**src/pkg/lccp_pkg.sv**
```systemverilog
package lccp_pkg;
    // widths and list sizes
    localparam int DATA_W = 16;
    localparam int MADDR_W = 18;
    localparam int COUNT_W = 14;
    localparam int LIST_DEPTH = 7;
    localparam int LIST_IDX_W = 3;
    localparam int OFF_W = 13;
    localparam logic [OFF_W-1:0] SNAP_WORDS = 13'h0080;

    // register indices on the command port
    localparam logic [1:0] REG_HDR_IN = 2'h0;
    localparam logic [1:0] REG_HDR_OUT = 2'h1;
    localparam logic [1:0] REG_DATA0 = 2'h2;
    localparam logic [1:0] REG_DATA1 = 2'h3;

    // input header fields
    localparam int HI_TYPE_LSB = 0;
    localparam int HI_RX = 2;
    localparam int HI_REQ = 5;
    localparam int HI_IEI = 6;
    localparam int HI_RDY = 7;
    localparam int HI_CLEAR = 15;

    // output header fields
    localparam int HO_TYPE_LSB = 0;
    localparam int HO_RX = 2;
    localparam int HO_IEO = 6;
    localparam int HO_RDY = 7;

    // command identifiers
    localparam logic [1:0] CMD_BUF_IN = 2'h0;
    localparam logic [1:0] CMD_CTL_IN = 2'h1;
    localparam logic [1:0] CMD_BASE_IN = 2'h3;
    localparam logic [1:0] CMD_BUF_OUT = 2'h0;
    localparam logic [1:0] CMD_CTL_OUT = 2'h1;

    // second data word fields
    localparam int D1_HI_LSB = 14;
    localparam int D1_RESUME = 12;
    localparam int D1_HALF = 1;
    localparam int D1_MAINT = 0;
    localparam int D1_FATAL = 15;

    localparam logic [7:0] ERR_OVERFLOW = 8'h01;
    localparam logic [15:0] CRC_POLY = 16'ha001;
    localparam logic [15:0] CRC_INIT = 16'h0000;
    localparam logic [7:0] SEQ_INIT = 8'h00;

    typedef enum logic [2:0] {LCCP_UNINIT, LCCP_WAIT_BASE, LCCP_RUN, LCCP_DUMP, LCCP_HALT}
        lccp_state_t;
    typedef enum logic [1:0] {LCCP_D_IDLE, LCCP_D_TX, LCCP_D_RX, LCCP_D_SNAP} lccp_dma_t;

    // reflected crc-16, one word taken low byte first
    function automatic logic [15:0] crc16_word(input logic [15:0] crc, input logic [15:0] word);
        logic [15:0] c;
        c = crc ^ word;
        for (int i = 0; i < 16; i++)
        begin
            c = c[0] ? ((c >> 1) ^ CRC_POLY) : (c >> 1);
        end
        return c;
    endfunction
endpackage

```
**src/verilog/lccp_buflist.sv**
```systemverilog
// ordered list of outstanding buffers for one direction
module lccp_buflist (
    input wire logic mclk,
    input wire logic srst,
    input wire logic clr,
    input wire logic push,
    input wire logic [lccp_pkg::MADDR_W-1:0] push_addr,
    input wire logic [lccp_pkg::COUNT_W-1:0] push_count,
    input wire logic pop,
    input wire logic [lccp_pkg::LIST_IDX_W-1:0] rd_idx,
    output logic [lccp_pkg::MADDR_W-1:0] rd_addr,
    output logic [lccp_pkg::COUNT_W-1:0] rd_count,
    output logic [lccp_pkg::MADDR_W-1:0] head_addr,
    output logic [lccp_pkg::COUNT_W-1:0] head_count,
    output logic [lccp_pkg::LIST_IDX_W-1:0] level,
    output logic full
);
    logic [lccp_pkg::MADDR_W-1:0] addr_mem [lccp_pkg::LIST_DEPTH];
    logic [lccp_pkg::COUNT_W-1:0] count_mem [lccp_pkg::LIST_DEPTH];
    logic [lccp_pkg::LIST_IDX_W-1:0] wr_idx;

    // a pop in the same cycle frees the last slot for the push
    assign wr_idx = pop ? level - 3'h1 : level;
    assign full = (level == 3'(lccp_pkg::LIST_DEPTH));
    assign rd_addr = addr_mem[rd_idx];
    assign rd_count = count_mem[rd_idx];
    assign head_addr = addr_mem[0];
    assign head_count = count_mem[0];

    // occupancy
    always_ff @(posedge mclk)
    begin
        if (srst || clr)
            level <= '0;
        else if (push && !pop)
            level <= level + 3'h1;
        else if (pop && !push)
            level <= level - 3'h1;
    end

    // storage shifts toward the head on pop
    always_ff @(posedge mclk)
    begin
        if (pop)
        begin
            for (int i = 0; i < lccp_pkg::LIST_DEPTH - 1; i++)
            begin
                addr_mem[i] <= addr_mem[i+1];
                count_mem[i] <= count_mem[i+1];
            end
        end
        if (push)
        begin
            addr_mem[wr_idx] <= push_addr;
            count_mem[wr_idx] <= push_count;
        end
    end
endmodule // lccp_buflist

```
**src/verilog/lccp_cmd_port.sv**
```systemverilog
// Contract
// (RULE1) four 16-bit registers for host commands
// (RULE2) two header words, two data words
// (RULE3) host requests port, device grants, executes
// (RULE4) device loads registers, then flags command ready
// (RULE5) buffer data moved by 18-bit memory requests
// (RULE6) initialization clears all condition state
// (RULE7) host initializes before start and after fatal
// (RULE8) snapshot area start address, 128 words
// (RULE9) snapshot copied only on fatal error
// (RULE10) snapshot assignment is first command after init
// (RULE11) snapshot without continue starts link protocol
// (RULE12) configuration picks duplex and maintenance mode
// (RULE13) host configures link after snapshot assignment
// (RULE14) buffer assignment: direction, address, character count
// (RULE15) at most seven buffers per direction
// (RULE16) return buffer only when done
// (RULE17) report errors fatal or not; fatal halts
// (RULE18) crc-16 check, retransmit on error
// (RULE19) sequence numbers keep order, no repeats
// (RULE20) host reads snapshot, never modifies it
// (RULE21) receive only with buffer; check before acknowledging
// (RULE22) refuse eighth buffer, report non-fatal error
module lccp_cmd_port (
    input wire logic mclk,
    input wire logic srst,
    input wire logic [1:0] reg_addr,
    input wire logic [15:0] reg_wdata,
    input wire logic reg_wr,
    input wire logic reg_rd,
    output logic [15:0] reg_rdata,
    output logic dma_req,
    output logic dma_write,
    output logic [lccp_pkg::MADDR_W-1:0] dma_addr,
    output logic [15:0] dma_wdata,
    input wire logic dma_done,
    input wire logic [15:0] dma_rdata,
    output logic tx_word_valid,
    output logic [15:0] tx_word,
    output logic [7:0] tx_seq,
    output logic tx_end,
    output logic [15:0] tx_crc,
    input wire logic tx_ack,
    input wire logic tx_nak,
    output logic rx_ready,
    input wire logic rx_word_valid,
    input wire logic [15:0] rx_word,
    input wire logic rx_end,
    input wire logic [15:0] rx_crc,
    input wire logic [7:0] rx_seq,
    output logic rx_nak,
    output logic link_start,
    output logic link_half_duplex,
    output logic link_maint,
    output logic link_running,
    input wire logic link_fatal,
    input wire logic link_error,
    input wire logic [7:0] link_err_code
);
    lccp_pkg::lccp_state_t state;
    lccp_pkg::lccp_dma_t dma_st;
    logic [1:0] in_type, out_type;
    logic in_rx, in_req, in_iei, in_rdy, out_rx, out_ieo, out_rdy;
    logic [15:0] data0, data1;
    logic init_cmd, issue, post_err, post_rx, post_tx, post_any;
    logic push_tx, push_rx, overflow, rx_good;
    logic [lccp_pkg::MADDR_W-1:0] base_addr;
    logic [lccp_pkg::MADDR_W-1:0] cmd_addr, tx_rd_addr, rx_rd_addr, tx_hd_addr, rx_hd_addr;
    logic [lccp_pkg::COUNT_W-1:0] tx_rd_count, rx_rd_count, tx_hd_count, rx_hd_count;
    logic [2:0] tx_level, rx_level, tx_done, rx_done;
    logic tx_full, rx_full, tx_wait, err_pend, err_fatal;
    logic [7:0] err_code, rx_expect;
    logic [lccp_pkg::OFF_W-1:0] tx_off, tx_words, rx_off, snap_off;
    logic [15:0] tx_run_crc, rx_run_crc, snap_data;

    // byte address of a word inside a host buffer
    function automatic logic [17:0] word_addr(input logic [17:0] base,
        input logic [12:0] off);
        return base + {4'h0, off, 1'b0};
    endfunction

    // command decode from the port strobes
    assign init_cmd = reg_wr && reg_addr == lccp_pkg::REG_HDR_IN
                      && reg_wdata[lccp_pkg::HI_CLEAR]; // see RULE6
    assign issue = reg_wr && reg_addr == lccp_pkg::REG_HDR_IN && in_rdy
                   && !reg_wdata[lccp_pkg::HI_RDY] && !init_cmd; // see RULE3
    assign cmd_addr = {data1[15:lccp_pkg::D1_HI_LSB], data0}; // see RULE2
    assign push_tx = issue && in_type == lccp_pkg::CMD_BUF_IN && !in_rx
                     && state == lccp_pkg::LCCP_RUN && !tx_full; // see RULE14
    assign push_rx = issue && in_type == lccp_pkg::CMD_BUF_IN && in_rx
                     && state == lccp_pkg::LCCP_RUN && !rx_full;
    assign overflow = issue && in_type == lccp_pkg::CMD_BUF_IN
                      && state == lccp_pkg::LCCP_RUN
                      && (in_rx ? rx_full : tx_full); // see RULE22
    assign rx_good = rx_ready && rx_end && rx_run_crc == rx_crc
                     && rx_seq == rx_expect; // see RULE21

    // output command choice: errors first, then receive, then transmit returns
    always_comb
    begin
        post_any = !out_rdy && !issue && !init_cmd;
        post_err = post_any && err_pend;
        post_rx = post_any && !err_pend && rx_done != 3'h0; // see RULE16
        post_tx = post_any && !err_pend && rx_done == 3'h0 && tx_done != 3'h0;
    end

    // snapshot image: link bookkeeping in the first words, rest zero
    always_comb
    begin
        case (snap_off[1:0])
            2'h0: snap_data = {tx_seq, rx_expect};
            2'h1: snap_data = {5'h00, tx_level, 5'h00, rx_level};
            2'h2: snap_data = {err_fatal, 7'h00, err_code};
            default: snap_data = base_addr[15:0];
        endcase
        if (snap_off[lccp_pkg::OFF_W-1:2] != '0)
            snap_data = '0;
    end

    lccp_buflist u_tx_list (
        .mclk(mclk), .srst(srst), .clr(init_cmd), .push(push_tx),
        .push_addr(cmd_addr), .push_count(data1[lccp_pkg::COUNT_W-1:0]),
        .pop(post_tx), .rd_idx(tx_done), .rd_addr(tx_rd_addr), .rd_count(tx_rd_count),
        .head_addr(tx_hd_addr), .head_count(tx_hd_count), .level(tx_level), .full(tx_full)
    ); // see RULE15

    lccp_buflist u_rx_list (
        .mclk(mclk), .srst(srst), .clr(init_cmd), .push(push_rx),
        .push_addr(cmd_addr), .push_count(data1[lccp_pkg::COUNT_W-1:0]),
        .pop(post_rx), .rd_idx(rx_done), .rd_addr(rx_rd_addr), .rd_count(rx_rd_count),
        .head_addr(rx_hd_addr), .head_count(rx_hd_count), .level(rx_level), .full(rx_full)
    );

    // input header: grant on request, host clears ready to hand the command over
    always_ff @(posedge mclk)
    begin
        if (srst || init_cmd)
        begin
            {in_type, in_rx, in_req, in_iei, in_rdy} <= '0;
        end
        else if (reg_wr && reg_addr == lccp_pkg::REG_HDR_IN)
        begin
            in_type <= reg_wdata[lccp_pkg::HI_TYPE_LSB +: 2];
            in_rx <= reg_wdata[lccp_pkg::HI_RX];
            in_req <= reg_wdata[lccp_pkg::HI_REQ];
            in_iei <= reg_wdata[lccp_pkg::HI_IEI];
            in_rdy <= in_rdy && reg_wdata[lccp_pkg::HI_RDY];
        end
        else if (in_req && !in_rdy)
            in_rdy <= 1'b1; // see RULE3
    end

    // output header: device raises ready on the same edge that loads the data words
    always_ff @(posedge mclk)
    begin
        if (srst || init_cmd)
            {out_type, out_rx, out_ieo, out_rdy} <= '0;
        else if (post_err || post_rx || post_tx)
        begin
            out_type <= post_err ? lccp_pkg::CMD_CTL_OUT : lccp_pkg::CMD_BUF_OUT;
            out_rx <= post_rx;
            out_rdy <= 1'b1; // see RULE4
        end
        else if (reg_wr && reg_addr == lccp_pkg::REG_HDR_OUT)
        begin
            out_ieo <= reg_wdata[lccp_pkg::HO_IEO];
            out_rdy <= out_rdy && reg_wdata[lccp_pkg::HO_RDY];
        end
    end

    // data port shared by both directions
    always_ff @(posedge mclk)
    begin
        if (srst || init_cmd)
            {data0, data1} <= '0;
        else if (post_err)
        begin
            data0 <= {8'h00, err_code};
            data1 <= 16'(err_fatal) << lccp_pkg::D1_FATAL; // see RULE17
        end
        else if (post_rx)
        begin
            data0 <= rx_hd_addr[15:0];
            data1 <= {rx_hd_addr[17:16], rx_hd_count};
        end
        else if (post_tx)
        begin
            data0 <= tx_hd_addr[15:0];
            data1 <= {tx_hd_addr[17:16], tx_hd_count};
        end
        else if (reg_wr && reg_addr == lccp_pkg::REG_DATA0)
            data0 <= reg_wdata;
        else if (reg_wr && reg_addr == lccp_pkg::REG_DATA1)
            data1 <= reg_wdata;
    end

    // read data one cycle after the strobe
    always_ff @(posedge mclk)
    begin
        if (srst)
            reg_rdata <= '0;
        else if (reg_rd)
        begin
            case (reg_addr)
                lccp_pkg::REG_HDR_IN: reg_rdata <= {8'h00, in_rdy, in_iei, in_req,
                    2'h0, in_rx, in_type};
                lccp_pkg::REG_HDR_OUT: reg_rdata <= {8'h00, out_rdy, out_ieo, 3'h0,
                    out_rx, out_type};
                lccp_pkg::REG_DATA0: reg_rdata <= data0;
                default: reg_rdata <= data1; // see RULE1
            endcase
        end
    end

    // operating state and executed input commands
    always_ff @(posedge mclk)
    begin
        link_start <= 1'b0;
        if (srst)
        begin
            state <= lccp_pkg::LCCP_UNINIT;
            {base_addr, link_half_duplex, link_maint, link_running} <= '0;
        end
        else if (init_cmd)
        begin
            state <= lccp_pkg::LCCP_WAIT_BASE; // see RULE6
            {base_addr, link_half_duplex, link_maint, link_running} <= '0;
        end
        else
        begin
            case (state)
                lccp_pkg::LCCP_WAIT_BASE:
                    if (issue && in_type == lccp_pkg::CMD_BASE_IN) // see RULE10
                    begin
                        base_addr <= cmd_addr; // see RULE8
                        state <= lccp_pkg::LCCP_RUN;
                        link_start <= !data1[lccp_pkg::D1_RESUME]; // see RULE11
                        link_running <= 1'b1;
                    end
                lccp_pkg::LCCP_RUN:
                    if (link_fatal)
                    begin
                        state <= lccp_pkg::LCCP_DUMP; // see RULE9
                        link_running <= 1'b0; // see RULE17
                    end
                    else if (issue && in_type == lccp_pkg::CMD_CTL_IN) // see RULE13
                    begin
                        link_half_duplex <= data1[lccp_pkg::D1_HALF]; // see RULE12
                        link_maint <= data1[lccp_pkg::D1_MAINT];
                    end
                lccp_pkg::LCCP_DUMP:
                    if (dma_st == lccp_pkg::LCCP_D_SNAP && dma_done
                        && snap_off == lccp_pkg::SNAP_WORDS - 13'h1)
                        state <= lccp_pkg::LCCP_HALT; // see RULE7
                default: state <= state;
            endcase
        end
    end

    // pending error report; a newer event wins over the clear by posting
    always_ff @(posedge mclk)
    begin
        if (srst || init_cmd)
            {err_pend, err_fatal, err_code} <= '0;
        else if (state == lccp_pkg::LCCP_RUN && link_fatal)
            {err_pend, err_fatal, err_code} <= {2'b11, link_err_code};
        else if (overflow)
            {err_pend, err_fatal, err_code} <= {2'b10, lccp_pkg::ERR_OVERFLOW};
        else if (state == lccp_pkg::LCCP_RUN && link_error && !err_fatal)
            {err_pend, err_fatal, err_code} <= {2'b10, link_err_code};
        else if (post_err)
            err_pend <= 1'b0;
    end

    // count of completed buffers awaiting return
    always_ff @(posedge mclk)
    begin
        if (srst || init_cmd)
            {tx_done, rx_done} <= '0;
        else
        begin
            tx_done <= tx_done + 3'(tx_ack && tx_wait) - 3'(post_tx); // see RULE16
            rx_done <= rx_done + 3'(rx_good) - 3'(post_rx);
        end
    end

    // transmit sequencing and retransmission
    always_ff @(posedge mclk)
    begin
        if (srst || init_cmd)
        begin
            tx_wait <= 1'b0;
            tx_seq <= lccp_pkg::SEQ_INIT;
        end
        else if (dma_st == lccp_pkg::LCCP_D_TX && tx_off == tx_words && !dma_req)
            tx_wait <= 1'b1;
        else if (tx_wait && tx_ack)
        begin
            tx_wait <= 1'b0;
            tx_seq <= tx_seq + 8'h01; // see RULE19
        end
        else if (tx_wait && tx_nak)
            tx_wait <= 1'b0; // see RULE18
    end

    // receive sequence expectation and nak on a bad check
    always_ff @(posedge mclk)
    begin
        rx_nak <= 1'b0;
        if (srst || init_cmd)
            rx_expect <= lccp_pkg::SEQ_INIT;
        else if (rx_good)
            rx_expect <= rx_expect + 8'h01; // see RULE19
        else if (rx_ready && rx_end && rx_run_crc != rx_crc)
            rx_nak <= 1'b1; // see RULE18
    end

    // memory request engine: snapshot, then receive, then transmit
    always_ff @(posedge mclk)
    begin
        tx_word_valid <= 1'b0;
        tx_end <= 1'b0;
        if (srst || init_cmd)
        begin
            dma_st <= lccp_pkg::LCCP_D_IDLE;
            {dma_req, dma_write, dma_addr, dma_wdata, rx_ready} <= '0;
            {tx_word, tx_crc, tx_off, tx_words, rx_off, snap_off} <= '0;
            tx_run_crc <= lccp_pkg::CRC_INIT;
            rx_run_crc <= lccp_pkg::CRC_INIT;
        end
        else
        begin
            case (dma_st)
                lccp_pkg::LCCP_D_IDLE:
                    if (state == lccp_pkg::LCCP_DUMP)
                    begin
                        rx_ready <= 1'b0;
                        dma_st <= lccp_pkg::LCCP_D_SNAP;
                        snap_off <= '0;
                    end
                    else if (rx_ready && rx_end)
                    begin
                        // good, bad or duplicate: next frame starts at offset zero
                        rx_off <= '0;
                        rx_run_crc <= lccp_pkg::CRC_INIT;
                        rx_ready <= 1'b0;
                    end
                    else if (rx_ready && rx_word_valid)
                    begin
                        rx_ready <= 1'b0;
                        rx_run_crc <= lccp_pkg::crc16_word(rx_run_crc, rx_word);
                        rx_off <= rx_off + 13'h1;
                        if ({rx_off, 1'b0} < {1'b0, rx_rd_count})
                        begin
                            dma_st <= lccp_pkg::LCCP_D_RX;
                            dma_req <= 1'b1; // see RULE5
                            dma_write <= 1'b1;
                            dma_addr <= word_addr(rx_rd_addr, rx_off);
                            dma_wdata <= rx_word;
                        end
                    end
                    else if (state == lccp_pkg::LCCP_RUN && !tx_wait
                             && tx_done < tx_level)
                    begin
                        dma_st <= lccp_pkg::LCCP_D_TX;
                        rx_ready <= 1'b0;
                        tx_off <= '0;
                        tx_words <= 13'(({1'b0, tx_rd_count} + 15'h1) >> 1);
                        tx_run_crc <= lccp_pkg::CRC_INIT;
                    end
                    else
                        rx_ready <= state == lccp_pkg::LCCP_RUN
                                    && rx_done < rx_level; // see RULE21
                lccp_pkg::LCCP_D_RX:
                    if (dma_done)
                    begin
                        dma_req <= 1'b0;
                        dma_st <= lccp_pkg::LCCP_D_IDLE;
                    end
                lccp_pkg::LCCP_D_TX:
                    if (dma_req)
                    begin
                        if (dma_done)
                        begin
                            dma_req <= 1'b0;
                            tx_word <= dma_rdata;
                            tx_word_valid <= 1'b1;
                            tx_run_crc <= lccp_pkg::crc16_word(tx_run_crc, dma_rdata);
                            tx_off <= tx_off + 13'h1;
                        end
                    end
                    else if (tx_off == tx_words)
                    begin
                        tx_end <= 1'b1;
                        tx_crc <= tx_run_crc; // see RULE18
                        dma_st <= lccp_pkg::LCCP_D_IDLE;
                    end
                    else
                    begin
                        dma_req <= 1'b1;
                        dma_write <= 1'b0;
                        dma_addr <= word_addr(tx_rd_addr, tx_off);
                    end
                lccp_pkg::LCCP_D_SNAP:
                    if (!dma_req)
                    begin
                        dma_req <= 1'b1;
                        dma_write <= 1'b1;
                        dma_addr <= word_addr(base_addr, snap_off); // see RULE9
                        dma_wdata <= snap_data;
                    end
                    else if (dma_done)
                    begin
                        dma_req <= 1'b0;
                        snap_off <= snap_off + 13'h1;
                        if (snap_off == lccp_pkg::SNAP_WORDS - 13'h1)
                            dma_st <= lccp_pkg::LCCP_D_IDLE;
                    end
                default: dma_st <= lccp_pkg::LCCP_D_IDLE;
            endcase
        end
    end
endmodule // lccp_cmd_port

```
**config.mk**
```make
export PLATFORM = sky130hd
export DESIGN_NAME = lccp_cmd_port
export DESIGN_NICKNAME = d
export VERILOG_FILES = /design/src/pkg/lccp_pkg.sv /design/src/verilog/lccp_buflist.sv /design/src/verilog/lccp_cmd_port.sv
export SDC_FILE = /design/constraint.sdc
export NUM_CORES = 2
export LEC_CHECK = 0
export BUFFER_PORTS_ARGS = -buffer_cell sky130_fd_sc_hd__buf_2
export CORE_MARGIN = 5
export CORE_UTILIZATION = 51
export CTS_CLUSTER_DIAMETER = 80
export CTS_CLUSTER_SIZE = 8
export DETAILED_ROUTE_END_ITERATION = 7
export GPL_TIMING_DRIVEN = 0
export MAX_ROUTING_LAYER = met4
export PLACE_DENSITY = 0.78
export SYNTH_ARGS = -nofsm -noshare
export SYNTH_HDL_FRONTEND = slang
export SYNTH_HIERARCHICAL = 1
export SYNTH_SLANG_ARGS = --single-unit
```
**constraint.sdc**
```tcl
create_clock -name mclk -period 11.1 [get_ports mclk]
set_input_delay 1.11 -clock mclk [delete_from_list [all_inputs] [get_ports mclk]]
set_output_delay 1.11 -clock mclk [all_outputs]
set_load 0.01 [all_outputs]
```
==> results by group <==
Outcome
  – Status: finished clean

Power and ir drop
  – Int Power: 0.007854 W
  – Part of the power in registers: 39.5%
  – Sw power: 0.004517 W
  – Combinational Power Share: 36.0%
  – Clock power frac: 24.4%
  – Pwr dens: 268.8 nW/um^2
  – Leak: 16.50 nW
  – Sw Share: 36.51%
  – Peak supply drop: 0.2158 mV

Timing
  – Max Clk Rate: 179.3 MHz
  – Final setup TNS: 0 ns
  – Skew final: 0.02527 ns
  – Fin crit share: 50.24%
  – # setup viols final: 0
  – Post-route minimum period: 5.576 ns
  – Worst-margin pin slew: 1.225 ns
  – Hold Vio Cnt, Final: 0
  – RSZ-0062 raised after global routing: no
  – Max-slew violations: 0
  – Rel. slew slack: 18.20%

Critical path
  – Setup Crit Path Kind: flop to flop
  – Crit path DAT: 6.14 ns
  – CP Max Fanout: 10
  – WP data required: 11.67 ns
  – Startpoint Class: flop
  – Worst reg2reg path depth: 16
  – Worst Setup End Kind: flop

Detailed routing
  – Detailed-route DRC error count: 0
  – ANT nets after route: 0
  – 1st-iter DRT viols: 3321
  – DR pass1 iterations: 6
  – WL final: 126.2 mm
  – Vias/cell: 6.291
  – Wire per inst: 27.44 um
  – Vias post-DR: 28932

Placed design
  – GP Congestion: 1.031
  – Input/output buffers: 191
  – DP HPWL: 92.27 mm
  – Inst Count DP: 4421

CTS
  – Setup Buffers After CTS: 0
  – Clk root buf: clkbuf_16
  – Clk pin slew, worst setup/hold paths: 0.06 ns
  – CTS Buffer Depth: 3
  – TritonCTS clock tree: done
  – Cts hold-fix bufs: 0
  – Number of CTS-inserted buffers: 108
  – Clk_lat worst skew: 0.67 ns
  – # clock sinks: 792
  – CTS HTree Levels: 3
  – PostCTS Resize Cnt: 0

Min path
  – Hold path cells: 2
  – Worst Hold Class: flop to flop

Yosys
  – Asr flop ratio synth: 0%
  – Post-synthesis sequential area ratio: 51.95%
  – Adder-cell share of the synthesized area: 2.634%
  – Post-synth EDFFs: 512
  – Mux share of post-synthesis cell area: 21.91%
  – Yosys reg bits: 792
  – Share of the synthesized area in the top cell type: 38.07%
  – Post-synthesis cell area: 40380 sq um
  – Simple-Gate Fraction of Synth Area: 7.631%
  – Synth warnings: 6
  – Synth top area cells: edfxtp_1 (38%), dfxtp_1 (14%), mux2_2 (11%)
  – Avg Cell Area, Syn: 12.81 sq um
  – Synth area leader: edfxtp_1
  – Post-synthesis xor/xnor area fraction: 4.818%
  – Compound-Gate Fraction of Synth Area: 8.338%
  – Prevailing post-synth register cell: edfxtp_1
  – Synth Instances: 3153
  – Main combinational cell family by area after synthesis: multiplexers
  – Cell variety after synth: 88
  – Post-Syn Nets: 3328

Die
  – Die Span X: 291.4 um
  – Number of top-level pins: 193
  – Core area: 78740 sq um
  – Starting Density: 51.28%
  – Die Area: 84910 sq um
  – Die height: 291.4 um
  – Std cell rows: 103

Cells and area
  – Most common cell after layout, fill and taps aside: edfxtp_1
  – Area Growth Syn to Fin: 13.98%
  – Layout Cells excl Fill: 4599
  – Commonest non-fill, non-tap cells in the layout: edfxtp_1 (512), mux2_2 (410), dfxtp_1 (280)
  – Number of fill cells: 6248
  – Post-Route Utilization: 58.45%
  – # nets final: 3656
  – Layout cells sized above 1: 29.54%

Global route
  – GRT Overall Usage: 29.48%
  – Global-route wire length before repair: 184.8 mm
  – Largest net degree at the start of global routing: 33
  – Number of global-route vias before repair: 28155
  – Initial antenna violation count: 6
  – Grt total ovfl: 0

Job
  – Max Cap Viol: 0
==> cell type report <==
cell class | count | area [sq um] | share of cell area, %
flip-flops and latches | 792 | 20980 | 45.58
plain buffers | 182 | 872.1 | 1.895
multi-input cells | 2119 | 18390 | 39.94
clock buffers | 166 | 2942 | 6.391
diodes | 8 | 20.02 | 0.04349
well taps | 1050 | 1314 | 2.854
inverters | 60 | 225.2 | 0.4893
clock inverters | 4 | 57.56 | 0.1250
repair buffers | 218 | 1231 | 2.675
==> flip-flops by register name, indices dropped and copies added (netlist names), 18 cells and up <==
register,flops
dma_addr,18
u_rx_list/count_mem,112
base_addr,18
u_tx_list/addr_mem,144
u_tx_list/count_mem,112
u_rx_list/addr_mem,144
==> power groups by stage <==
stage | combinational (W) | sequential, W | clock [W]
2_1_floorplan | 0.00300 | 0.00453 | 0
3_3_place_gp | 0.00414 | 0.00493 | 0
3_5_place_dp | 0.00431 | 0.00491 | 0
4_1_cts | 0.00436 | 0.00486 | 0.00305
5_1_grt | 0.00469 | 0.00493 | 0.00319
6_report | 0.00446 | 0.00489 | 0.00302
==> routing by layer <==
metal	wire length (um)	global-route usage (%)
met1	49180	37.55
met5	0	-
met2	56410	44.32
met3	13070	7.355
met4	7533	14.60
==> path summary, 6_finish.rpt <==
check	start	end	slack, ns
worst max-delay path	rx_done[1]$_SDFF_PP0_	dma_addr[8]$_SDFFE_PP0P_	5.52
worst min-delay path	tx_word[1]$_SDFFE_PP0P_	tx_word[1]$_SDFFE_PP0P_	0.45
worst max register to register	rx_done[1]$_SDFF_PP0_	dma_addr[8]$_SDFFE_PP0P_	5.52
worst min register to register	tx_word[1]$_SDFFE_PP0P_	tx_word[1]$_SDFFE_PP0P_	0.45
==> synthesized netlist by cell type, types with 6 or more instances <==
master	number
or3_1	9
a31oi_1	12
nor2_1	269
nor4_1	8
a22oi_1	31
a21oi_1	149
o21ai_0	81
edfxtp_1	512
a22o_1	13
a211oi_1	81
mux2_1	21
mux2_4	30
nand3_1	41
buf_6	13
inv_1	58
mux2_2	410
nand2b_1	9
a31o_2	6
xnor2_1	135
nor3_1	32
nand4_1	23
ha_1	77
clkbuf_1	90
dfxtp_1	280
buf_2	70
a21o_1	10
xor2_1	82
nor3b_1	7
and2_1	16
nand2_1	183
a211oi_2	10
o22ai_1	31
mux2i_1	57
nor2b_1	17
mux4_2	132
buf_1	8
and3_1	22
o31ai_1	8
==> logic make-up after synthesis <==
logic type | count (synthesis)
AOI/OAI and AO/OA | 500
xor gates and xnor gates | 219
adders and majority gates | 82
buffers and inverters | 242
DFF | 792
muxes | 650
and+or+nand+nor | 668
==> worst max-delay path: stages, from the launching register on <==
cell	delay, ns
dfxtp_1	0.46
buf_2	0.40
buf_2	0.37
buf_2	0.38
mux4_2	0.38
mux2_2	0.28
inv_1	0.18
ha_1	0.28
a21oi_1	0.14
o21ai_0	0.11
a211oi_1	0.53
and3_1	0.25
nand2_1	0.13
o22ai_1	0.56
clkbuf_1	0.59
nor2_1	0.14
a211oi_1	0.26
==> stage by stage <==
stage	cell area, sq um	setup slack (ns)	power, W	hold WS, ns
3_3_place_gp	42650	-2.973	0.009064	0.4408
5_1_grt	46020	5.250	0.01281	0.4795
3_5_place_dp	43010	5.759	0.009220	0.4459
6_report	46030	5.524	0.01237	0.4479
4_1_cts	46010	5.649	0.01227	0.4521
2_1_floorplan	40380	2.675	0.007528	0.4333
Power figures use the tool's default switching activity.
